### config.mk
export PLATFORM = sky130hd
export DESIGN_NAME = i2cst_slave_tx
export DESIGN_NICKNAME = d
export VERILOG_FILES = /design/src/hw/i2cst_pkg.sv /design/src/hw/i2cst_slave_tx.sv
export VERILOG_INCLUDE_DIRS = /design/src /design/src/hw
export SDC_FILE = /design/constraint.sdc
export NUM_CORES = 1
export LEC_CHECK = 0
export ABC_AREA = 0
export BUFFER_PORTS_ARGS = -buffer_cell sky130_fd_sc_hd__buf_2
export CAP_MARGIN = 20
export CORE_MARGIN = 4
export CORE_UTILIZATION = 49
export DETAILED_ROUTE_END_ITERATION = 7
export PLACE_DENSITY_LB_ADDON = 0.25
export SETUP_SLACK_MARGIN = 0.2
export SLEW_MARGIN = 20
export SYNTH_ARGS = -nofsm -noshare
export SYNTH_HDL_FRONTEND = slang
export SYNTH_SLANG_ARGS = --single-unit
export TNS_END_PERCENT = 1
### constraint.sdc
create_clock -name core_clk -period 1.8 [get_ports core_clk]
set_input_delay 0.09 -clock core_clk [delete_from_list [all_inputs] [get_ports core_clk]]
set_output_delay 0.09 -clock core_clk [all_outputs]
set_load 0.005 [all_outputs]
### src/hw/i2cst_params.svh
/*
 * Constants of the I2C slave transmitter: status codes, general call address and bit count.
 * Assumes inclusion by bare name from the design file.
 */
`ifndef I2CST_PARAMS_SVH
`define I2CST_PARAMS_SVH
`define I2CST_ST_OWN_READ    8'ha8
`define I2CST_ST_ARB_READ    8'hb0
`define I2CST_ST_DATA_ACK    8'hb8
`define I2CST_ST_DATA_NACK   8'hc0
`define I2CST_ST_LAST_ACK    8'hc8
`define I2CST_ST_NO_INFO     8'hf8
`define I2CST_GC_ADDRESS     7'h00
`define I2CST_ADR_GC_BIT     0
`define I2CST_BITS_PER_BYTE  4'h8
`endif

### src/hw/i2cst_pkg.sv
/*
 * Types of the I2C slave transmitter.
 * Assumes the params header sits beside it.
 */
package i2cst_pkg;
    typedef enum logic [2:0] {
        ST_IDLE,
        ST_ADDR,
        ST_ADDR_ACK,
        ST_WAIT_SW,
        ST_SEND,
        ST_GET_ACK,
        ST_IGNORE
    } i2cst_state_e;

    typedef struct packed {
        logic start_request;
        logic acknowledge_enable;
        logic arb_lost;
    } i2cst_ctrl_s;
endpackage

### src/hw/i2cst_slave_tx.sv
/*
 * Slave transmitter of an I2C controller with status codes and a serial
 * interrupt flag. Assumes open-drain bus pins resolved outside, and a
 * software side on the same clock that loads bytes and clears the flag.
 */
`timescale 1ns/100ps
`include "i2cst_params.svh"
`default_nettype none
module i2cst_slave_tx (
    // Clock and reset.
    input  wire logic               core_clk,
    input  wire logic               sys_rst,
    // Bus pins.
    input  wire logic               scl_in,
    input  wire logic               sda_in,
    output logic                    sda_out,
    output logic                    sda_oe,
    // Software side.
    input  wire logic [7:0]         own_slave_address,
    input  wire i2cst_pkg::i2cst_ctrl_s control_register,
    input  wire logic [7:0]         tx_byte,
    input  wire logic               tx_load,
    input  wire logic               flag_clear,
    output logic                    serial_flag,
    output logic [7:0]              status_code,
    output logic                    start_pending
);
    logic [1:0] scl_sync_reg;
    logic [1:0] sda_sync_reg;
    logic       scl_d_reg;
    logic       sda_d_reg;
    logic       scl_s;
    logic       sda_s;
    logic       scl_rise;
    logic       scl_fall;
    logic       start_seen;
    logic       stop_seen;
    i2cst_pkg::i2cst_state_e state_reg;
    logic [7:0] data_shift_register;
    logic [3:0] bit_cnt_reg;
    logic       last_reg;
    logic       addressed_read;
    logic       recog_reg;

    assign scl_s      = scl_sync_reg[1];
    assign sda_s      = sda_sync_reg[1];
    assign scl_rise   = scl_s && !scl_d_reg;
    assign scl_fall   = !scl_s && scl_d_reg;
    assign start_seen = scl_s && scl_d_reg && sda_d_reg && !sda_s;
    assign stop_seen  = scl_s && scl_d_reg && !sda_d_reg && sda_s;

    // Address match on the received byte, direction bit excluded.
    function automatic logic addr_hit(input logic [7:0] rx,
                                      input logic [7:0] adr);
        addr_hit = (rx[7:1] == adr[7:1]) ||
                   ((rx[7:1] == `I2CST_GC_ADDRESS) &&
                    adr[`I2CST_ADR_GC_BIT]);
    endfunction

    assign addressed_read = recog_reg && data_shift_register[0] &&
        addr_hit(data_shift_register, own_slave_address);

    always_ff @(posedge core_clk or posedge sys_rst) begin
        if (sys_rst) begin
            scl_sync_reg <= 2'h3;
            sda_sync_reg <= 2'h3;
            scl_d_reg    <= 1'b1;
            sda_d_reg    <= 1'b1;
        end else begin
            scl_sync_reg <= {scl_sync_reg[0], scl_in};
            sda_sync_reg <= {sda_sync_reg[0], sda_in};
            scl_d_reg    <= scl_s;
            sda_d_reg    <= sda_s;
        end
    end

    // Address recognition follows acknowledge enable at any time.
    always_ff @(posedge core_clk or posedge sys_rst) begin
        if (sys_rst) begin
            recog_reg <= 1'b0;
        end else begin
            recog_reg <= control_register.acknowledge_enable;
        end
    end

    // Start request latched when the flag clears in a terminating state.
    always_ff @(posedge core_clk or posedge sys_rst) begin
        if (sys_rst) begin
            start_pending <= 1'b0;
        end else if (flag_clear && serial_flag &&
                     control_register.start_request &&
                     (status_code == `I2CST_ST_DATA_NACK ||
                      status_code == `I2CST_ST_LAST_ACK)) begin
            start_pending <= 1'b1;
        end else if (stop_seen) begin
            start_pending <= 1'b0;
        end
    end

    // Main sequencer, bit shifter, flag and status.
    always_ff @(posedge core_clk or posedge sys_rst) begin
        if (sys_rst) begin
            state_reg           <= i2cst_pkg::ST_IDLE;
            data_shift_register <= 8'h00;
            bit_cnt_reg         <= 4'h0;
            last_reg            <= 1'b0;
            sda_out             <= 1'b0;
            sda_oe              <= 1'b0;
            serial_flag         <= 1'b0;
            status_code         <= `I2CST_ST_NO_INFO;
        end else begin
            if (flag_clear && serial_flag) begin
                serial_flag <= 1'b0;
                status_code <= `I2CST_ST_NO_INFO;
            end
            if (start_seen) begin
                state_reg   <= i2cst_pkg::ST_ADDR;
                bit_cnt_reg <= 4'h0;
                sda_oe      <= 1'b0;
            end else if (stop_seen) begin
                state_reg <= i2cst_pkg::ST_IDLE;
                sda_oe    <= 1'b0;
            end else begin
                unique case (state_reg)
                    i2cst_pkg::ST_IDLE, i2cst_pkg::ST_IGNORE: begin
                        sda_oe <= 1'b0;
                    end
                    i2cst_pkg::ST_ADDR: begin
                        if (scl_rise) begin
                            data_shift_register <=
                                {data_shift_register[6:0], sda_s};
                            bit_cnt_reg <= bit_cnt_reg + 4'h1;
                        end else if (scl_fall &&
                                     bit_cnt_reg == `I2CST_BITS_PER_BYTE) begin
                            if (addressed_read) begin
                                sda_out   <= 1'b0;
                                sda_oe    <= 1'b1;
                                state_reg <= i2cst_pkg::ST_ADDR_ACK;
                            end else begin
                                state_reg <= i2cst_pkg::ST_IGNORE;
                            end
                        end
                    end
                    i2cst_pkg::ST_ADDR_ACK: begin
                        if (scl_fall) begin
                            sda_oe      <= 1'b0;
                            serial_flag <= 1'b1;
                            status_code <= control_register.arb_lost ?
                                `I2CST_ST_ARB_READ :
                                `I2CST_ST_OWN_READ;
                            state_reg   <= i2cst_pkg::ST_WAIT_SW;
                        end
                    end
                    i2cst_pkg::ST_WAIT_SW: begin
                        if (tx_load) begin
                            data_shift_register <= tx_byte;
                        end
                        if (flag_clear && serial_flag) begin
                            last_reg <= !control_register.acknowledge_enable;
                            bit_cnt_reg <= 4'h0;
                            sda_out     <= tx_load ? tx_byte[7] :
                                           data_shift_register[7];
                            sda_oe      <= 1'b1;
                            state_reg   <= i2cst_pkg::ST_SEND;
                        end
                    end
                    i2cst_pkg::ST_SEND: begin
                        if (scl_rise) begin
                            bit_cnt_reg <= bit_cnt_reg + 4'h1;
                        end else if (scl_fall) begin
                            if (bit_cnt_reg == `I2CST_BITS_PER_BYTE) begin
                                sda_oe    <= 1'b0;
                                state_reg <= i2cst_pkg::ST_GET_ACK;
                            end else begin
                                data_shift_register <=
                                    {data_shift_register[6:0], 1'b1};
                                sda_out <= data_shift_register[6];
                            end
                        end
                    end
                    i2cst_pkg::ST_GET_ACK: begin
                        if (scl_rise) begin
                            serial_flag <= 1'b1;
                            if (sda_s) begin
                                status_code <= `I2CST_ST_DATA_NACK;
                                state_reg   <= i2cst_pkg::ST_IGNORE;
                            end else if (last_reg) begin
                                status_code <= `I2CST_ST_LAST_ACK;
                                state_reg   <= i2cst_pkg::ST_IGNORE;
                            end else begin
                                status_code <= `I2CST_ST_DATA_ACK;
                                state_reg   <= i2cst_pkg::ST_WAIT_SW;
                            end
                        end
                    end
                    default: begin
                        state_reg <= i2cst_pkg::ST_IDLE;
                    end
                endcase
            end
        end
    end

    // Checks of status codes, flag, data line release and start request.
    flag_code_a: assert property (@(posedge core_clk) disable iff (sys_rst)
        !serial_flag |-> status_code == `I2CST_ST_NO_INFO)
        else $error("status not 0xf8 with flag clear");
    ignore_release_a: assert property (@(posedge core_clk)
        disable iff (sys_rst)
        state_reg == i2cst_pkg::ST_IGNORE |=> !sda_oe)
        else $error("data line held while not addressed");
    addr_flag_a: assert property (@(posedge core_clk) disable iff (sys_rst)
        (state_reg == i2cst_pkg::ST_ADDR_ACK && scl_fall && !start_seen
         && !stop_seen) |=> serial_flag &&
        (status_code == `I2CST_ST_OWN_READ ||
         status_code == `I2CST_ST_ARB_READ))
        else $error("flag not set after own read address");
    read_only_a: assert property (@(posedge core_clk) disable iff (sys_rst)
        $rose(state_reg == i2cst_pkg::ST_ADDR_ACK) |->
        $past(data_shift_register[0]) && $past(recog_reg))
        else $error("entered transmit without read bit");
    arb_code_a: assert property (@(posedge core_clk) disable iff (sys_rst)
        (state_reg == i2cst_pkg::ST_ADDR_ACK && scl_fall && !start_seen &&
         !stop_seen && control_register.arb_lost) |=>
        status_code == `I2CST_ST_ARB_READ)
        else $error("arbitration status missing");
    nack_code_a: assert property (@(posedge core_clk) disable iff (sys_rst)
        (state_reg == i2cst_pkg::ST_GET_ACK && scl_rise && sda_s &&
         !start_seen && !stop_seen) |=>
        status_code == `I2CST_ST_DATA_NACK &&
        state_reg == i2cst_pkg::ST_IGNORE)
        else $error("nack not reported");
    last_code_a: assert property (@(posedge core_clk) disable iff (sys_rst)
        (state_reg == i2cst_pkg::ST_GET_ACK && scl_rise && !sda_s &&
         last_reg && !start_seen && !stop_seen) |=>
        status_code == `I2CST_ST_LAST_ACK)
        else $error("last byte ack not reported");
    more_code_a: assert property (@(posedge core_clk) disable iff (sys_rst)
        (state_reg == i2cst_pkg::ST_GET_ACK && scl_rise && !sda_s &&
         !last_reg && !start_seen && !stop_seen) |=>
        status_code == `I2CST_ST_DATA_ACK)
        else $error("byte ack not reported");
    stable_high_a: assert property (@(posedge core_clk) disable iff (sys_rst)
        (state_reg == i2cst_pkg::ST_SEND && scl_s && scl_d_reg &&
         $past(scl_s)) |-> $stable(sda_out))
        else $error("data changed while clock high");
    no_recog_a: assert property (@(posedge core_clk)
        disable iff (sys_rst)
        (state_reg == i2cst_pkg::ST_ADDR && scl_fall && !recog_reg &&
         bit_cnt_reg == `I2CST_BITS_PER_BYTE && !start_seen &&
         !stop_seen) |=> state_reg == i2cst_pkg::ST_IGNORE && !sda_oe)
        else $error("address recognised while disabled");
    last_pick_a: assert property (@(posedge core_clk)
        disable iff (sys_rst)
        (state_reg == i2cst_pkg::ST_WAIT_SW && flag_clear && serial_flag &&
         !start_seen && !stop_seen) |=> state_reg == i2cst_pkg::ST_SEND &&
        sda_oe && last_reg == !$past(control_register.acknowledge_enable))
        else $error("last byte choice not taken at flag clear");
    msb_first_a: assert property (@(posedge core_clk)
        disable iff (sys_rst)
        (state_reg == i2cst_pkg::ST_WAIT_SW && flag_clear && serial_flag &&
         tx_load && !start_seen && !stop_seen) |=>
        sda_out == $past(tx_byte[7]))
        else $error("first bit is not the top bit of the byte");
    ack_release_a: assert property (@(posedge core_clk)
        disable iff (sys_rst)
        (state_reg == i2cst_pkg::ST_SEND && scl_fall && !start_seen &&
         !stop_seen && bit_cnt_reg == `I2CST_BITS_PER_BYTE) |=>
        !sda_oe && state_reg == i2cst_pkg::ST_GET_ACK)
        else $error("data line not released for the ninth clock");
    start_set_a: assert property (@(posedge core_clk)
        disable iff (sys_rst)
        (flag_clear && serial_flag && control_register.start_request &&
         (status_code == `I2CST_ST_DATA_NACK ||
          status_code == `I2CST_ST_LAST_ACK)) |=> start_pending)
        else $error("start request not kept at flag clear");
    start_drop_a: assert property (@(posedge core_clk)
        disable iff (sys_rst)
        (stop_seen && !flag_clear) |=> !start_pending)
        else $error("start request kept after the bus became free");

    addr_read_c: cover property (@(posedge core_clk)
        status_code == `I2CST_ST_OWN_READ);
    data_ack_c: cover property (@(posedge core_clk)
        status_code == `I2CST_ST_DATA_ACK);
    last_ack_c: cover property (@(posedge core_clk)
        status_code == `I2CST_ST_LAST_ACK);
    nack_c: cover property (@(posedge core_clk)
        status_code == `I2CST_ST_DATA_NACK);
    arb_read_c: cover property (@(posedge core_clk)
        status_code == `I2CST_ST_ARB_READ);
endmodule
`default_nettype wire

Word-level counts from Yosys, hierarchy flattened. Index checks and enable logic that the tools add are counted.

Output and inout bits: 12. Logic and storage cells: 146. Input bits: 25. Register bits after elaboration: 35.

Multiplexer cells: 62. Reduce and logical (&&, ||, !) cells: 35. Equal/unequal tests: 32. Bitwise logic cells: 2. Add/sub/neg operators: 1.

Operators with widths (number): 2-to-1 mux 8 bit (10); 2-to-1 mux 3 bit (13); != test 4 bit, second input constant (9); 2-to-1 mux 1 bit (25); case mux 8 bit (3 select lines) (1); != test 2 bit, second input constant (10); case mux 3 bit (6 select lines) (1); AND reduction 9 bit (2); equality test 8 bit, second input constant (2); 2-to-1 mux 4 bit (4); case mux 8 bit (2 select lines) (1); logical AND 1 bit (14); 2-to-1 mux 7 bit (2); AND reduction 10 bit (1); equality test 3 bit, second input constant (3); case mux 4 bit (2 select lines) (1); AND reduction 4 bit (2); AND reduction 8 bit (1); equality test 7 bit (1); zero test 7 bit (1); nonzero test 7 bit (1); equality test 3 x 2 -> 1 bit, second input constant (2); != test 3 bit, second input constant (2); nonzero test 3 bit (2); 14 further kinds (21).

Depth between registers and ports, before layout.
Depth in word-level cells: 10. Depth in mapped cells: 9. Gate-level depth less buffers: 8.

Worst setup path before layout. OpenSTA, ideal clock, no wires.

Kind: register to register. Start point: register sda_sync_reg[1]. End point: register bit_cnt_reg[0]. Buffers on the path: 1. Setup time: 0.125 ns. Data required time: 1.675 ns. Period minus slack after synthesis: 1.834 ns. Path slack: -0.034 ns. Arrival: 1.710 ns. Stages on the path, launching flop included: 6. Path through: dfstp_2 clkbuf_1 nor2b_1 a221oi_2 nor3_2 mux2_2.

Longest elaborated chain between the ends: 4. Elaborated cells on any way between the ends: 9. Classes of those cells: 3 x eq/ne; 1 x mux; 5 x reduce/logical.

Ends and longest elaborated chain: from (decl) (line i2cst_slave_tx.sv:29) `logic [1:0] sda_sync_reg;`; from (signal assigned) (line i2cst_slave_tx.sv:71) `sda_sync_reg <= {sda_sync_reg[0], sda_in};`; zero test 1 bit (line i2cst_slave_tx.sv:49) `assign start_seen = scl_s && scl_d_reg && sda_d_reg && !sda_s;`; logical AND 1 bit (line i2cst_slave_tx.sv:49); != test 3 bit (no line) (tied with other cells); AND reduction 4 bit (no line); to (signal assigned) (line i2cst_slave_tx.sv:132) `bit_cnt_reg <= bit_cnt_reg + 4'h1;`; to (signal assigned) (line i2cst_slave_tx.sv:169) `bit_cnt_reg <= bit_cnt_reg + 4'h1;`; to (decl) (line i2cst_slave_tx.sv:40) `logic [3:0] bit_cnt_reg;`.

Parallel ways exist; a longest one is shown, timed or not. A chain may end at the register's enable or synchronous reset.

Worst setup path in the final report.
Start point: register state_reg[2]. End point: register bit_cnt_reg[3].

Longest elaborated chain between the ends: 5. Elaborated cells on any way between the ends: 11. Classes of those cells: 5 x eq/ne; 3 x mux; 3 x reduce/logical.

Ends and longest elaborated chain: from (decl) (line i2cst_slave_tx.sv:38) `i2cst_pkg::i2cst_state_e state_reg;`; from (signal assigned) (line i2cst_slave_tx.sv:103) `state_reg <= i2cst_pkg::ST_IDLE;`; from (signal assigned) (line i2cst_slave_tx.sv:117) `state_reg <= i2cst_pkg::ST_ADDR;`; from (signal assigned) (line i2cst_slave_tx.sv:121) `state_reg <= i2cst_pkg::ST_IDLE;`; equality test 3 bit / equality test 3 x 1 -> 1 bit (equally long branches) (line i2cst_slave_tx.sv:124) `unique case (state_reg)`; OR reduction 2 bit (no line); case mux 4 bit (2 select lines) (line i2cst_slave_tx.sv:124); 2-to-1 mux 4 bit (line i2cst_slave_tx.sv:120) `end else if (stop_seen) begin`; 2-to-1 mux 4 bit (line i2cst_slave_tx.sv:116) `if (start_seen) begin`.

Parallel ways exist; a longest one is shown, timed or not. The select of a mux whose other input is x is not followed.

==> results.sh <==
export IMPL_synth_nets=223
export IMPL_setup_violations_final=0
export IMPL_gp_congestion=0.8781
export IMPL_dp_slack_ns=-0.009121
export IMPL_drive_gt1_share_pct=42.05
export IMPL_worstSetupPathType="flop to flop"
export IMPL_cts_buffers=5
export IMPL_antenna_cells=0
export IMPL_synth_edf_count=0
export IMPL_synth_top_area_share_pct=31.98
export IMPL_synth_top_area_cell="dfrtp_1"
export IMPL_post_drt_wl_per_cell_microns=14.40
export IMPL_cp_top_family="simple AND/OR/NAND/NOR gates"
export IMPL_arrival_ns=1.95
export IMPL_portBuffers=36
export IMPL_finalNetCount=290
export IMPL_h_tree_depth=2
export IMPL_slowest_stage="dfrtp_1"
export IMPL_drv_cap=0
export IMPL_die_y_microns=69.91
export IMPL_peakVddDrop_mv=0.7813
export IMPL_dp_cells=296
export IMPL_synthTopCellsByArea="dfrtp_1 (32%), dfstp_2 (15%), o21ai_0 (5.1%)"
export IMPL_drtIter0Drc=126
export IMPL_fp_dieArea_sq_mm=0.004887
export IMPL_stdcell_count=312
export IMPL_slew_headroom_pct=71.17
export IMPL_ys_seq_elements=35
export IMPL_p_leak_nw=1.193
export IMPL_drtAntennaViolNets=0
export IMPL_crit_chain="nand2b_4, a21o_1, a221oi_2, nor3_2, or4_1, o211ai_2"
export IMPL_cts_clk_slew_worst_paths_ns=0.07
export IMPL_fin_hold_ws_ns=0.003957
export IMPL_power_density_mw_per_mm2=1327
export IMPL_vias=1737
export IMPL_grt_start_max_net_pins=36
export IMPL_grt_remaining_overflow=0
export IMPL_status="finished clean"
export IMPL_path_buf_inv=0
export IMPL_fp_dieW_microns=69.91
export IMPL_timing_fmax_mhz=575.8
export IMPL_syn_area_per_cell_sq_um=9.582
export IMPL_synth_cells=196
export IMPL_synthToLayoutAreaGrowth_pct=35.58
export IMPL_cts_buffer_depth=2
export IMPL_finalCritPeriodShare_pct=96.49
export IMPL_rsz0062_at_grt="true"
export IMPL_r2r_slack_ns=0.06
export IMPL_ys_seq_area_share_pct=47.37
export IMPL_drtPass1Iterations=5
export IMPL_pin_count=37
export IMPL_synthTopCellsByCount="dfrtp_1 (24), nand2_1 (22), o21ai_0 (19), nor2_1 (14), dfstp_2 (11)"
export IMPL_final_area_sq_mm=0.002546
export IMPL_synth_most_common_cell="dfrtp_1"
export IMPL_critPathMaxFanout=5
export IMPL_fin_skew_ns=0.01317
export IMPL_period_minus_slack_ns=1.737
export IMPL_crit_path_max_incr_delay_ns=0.42
export IMPL_clkLatencyLatePin_ns=0.29
export IMPL_hpwl_mm=3.293
export IMPL_ys_types=47
export IMPL_design_power_total_mw=3.378
export IMPL_setup_tns_ns=0
export IMPL_async_reset_ff_share_pct=100.0
export IMPL_initial_utilization_pct=50.92
export IMPL_utilization_pct=69.03
export IMPL_worst_slew_pin_slew_ns=0.4325
export IMPL_grt_pass1_wl_mm=7.534
export IMPL_vias_per_cell=5.567
export IMPL_hold_class="primary input to flop"
export IMPL_grt_pass1_vias=1642
export IMPL_synth_area_sq_mm=0.001878
export IMPL_core_sq_mm=0.003689
export IMPL_wl_mm=4.493
export IMPL_cts_tree="built"
export IMPL_worstPathRequired_ns=2.01
export IMPL_yosysWarningCount=0
export IMPL_hold_viol=0
export IMPL_antenna_found_initial=0
export IMPL_gr_usage_all_layers_pct=19.27
export IMPL_worst_slack_ns=0.06324
export IMPL_cts_root_buf="clkbuf_8"
export IMPL_num_rows=22
export IMPL_synth_ff_type="dfrtp_1"
export IMPL_worst_setup_path_start_kind="flop"
export IMPL_maxSlewViolCount=0
export IMPL_drc_errors=0
export IMPL_cp_end_kind="flop"
export IMPL_dpl_instance_area_sq_mm=0.002291
export IMPL_cts_sinks=35
==> power breakdown <==
group	internal [mW]	leakage (nW)	total, mW	switching [mW]
clock	0.275	0.0395	0.546	0.271
sequential	1.04	0.435	1.27	0.225
combinational	0.792	0.718	1.56	0.772
total	2.11	1.19	3.38	1.27
==> path summary, 6_finish.rpt <==
kind	start	to	cells past startpoint
hold / removal	control_register[0]	status_code[3]$_DFF_PP1_	2
setup / recovery	state_reg[2]$_DFFE_PP0P_	bit_cnt_reg[3]$_DFFE_PP0P_	6
setup reg to reg	state_reg[2]$_DFFE_PP0P_	bit_cnt_reg[3]$_DFFE_PP0P_	6
hold reg to reg	scl_sync_reg[0]$_DFF_PP1_	scl_sync_reg[1]$_DFF_PP1_	0
max in group asynchronous	sys_rst	status_code[4]$_DFF_PP1_	4
min in group asynchronous	sys_rst	data_shift_register[6]$_DFFE_PP0P_	4
==> routing by layer <==
layer	part of all wire, %	track usage (%)	up-vias
met1	44	25.02	827
li1	-	-	849
met5	0	0	-
met3	6.4	5.324	8
met4	1.3	7.021	0
met2	48	30.75	53
==> kinds of logic (layout without fill, tap and decap cells) <==
| family | Yosys count | in the layout | share of synthesized area (%) |
|---|---|---|---|
| AO/OA/AOI/OAI | 54 | 54 | 18.85 |
| adder cells (fa/ha/maj) | 2 | 2 | 1.332 |
| buffers and inverters | 14 | 82 | 3.197 |
| flip-flops | 35 | 35 | 47.37 |
| XOR/XNOR | 8 | 8 | 3.730 |
| multiplexers | 11 | 11 | 5.996 |
| AND/OR/NAND/NOR | 72 | 72 | 19.52 |
==> placed cells by master, fill, tap and decap left out, drive strengths merged, types with 3 or more instances in the layout <==
cell,n
nor4,3
nor3,3
dfrtp,24
nand3,7
nor2,15
a21o,3
a21oi,4
nand2,22
buf,64
and3,4
inv,6
a31oi,4
and2,3
o31ai,3
dfstp,11
mux2i,9
dlygate4sd3,4
nand2b,4
o21ai,24
nor2b,4
clkbuf,8
xnor2,4
xor2,4
==> worst register-to-register path, stage by stage (launching register included) <==
cell	delay (ns)
dfrtp_1	0.42
nand2b_4	0.18
a21o_1	0.19
a221oi_2	0.28
nor3_2	0.10
or4_1	0.42
o211ai_2	0.07
==> area by class of cell <==
| cell class | instances | area (sq um) |
|---|---|---|
| multi-input combinational | 147 | 1041 |
| tap | 48 | 60.06 |
| inverter | 6 | 22.52 |
| sequential | 35 | 892.1 |
| fill | 318 | 1142 |
| clock buffer | 8 | 80.08 |
| timing repair buffer | 68 | 450.4 |
==> repair_timing <==
item                       in CTS  in global routing
pin swaps                       3                 12
buffers inserted                3                  1
hold buffers                    4                  0
resized for setup               0                 37
setup endpoints to repair      22                 26
hold endpoints to repair       28                  0
Power figures use the tool's default switching activity.
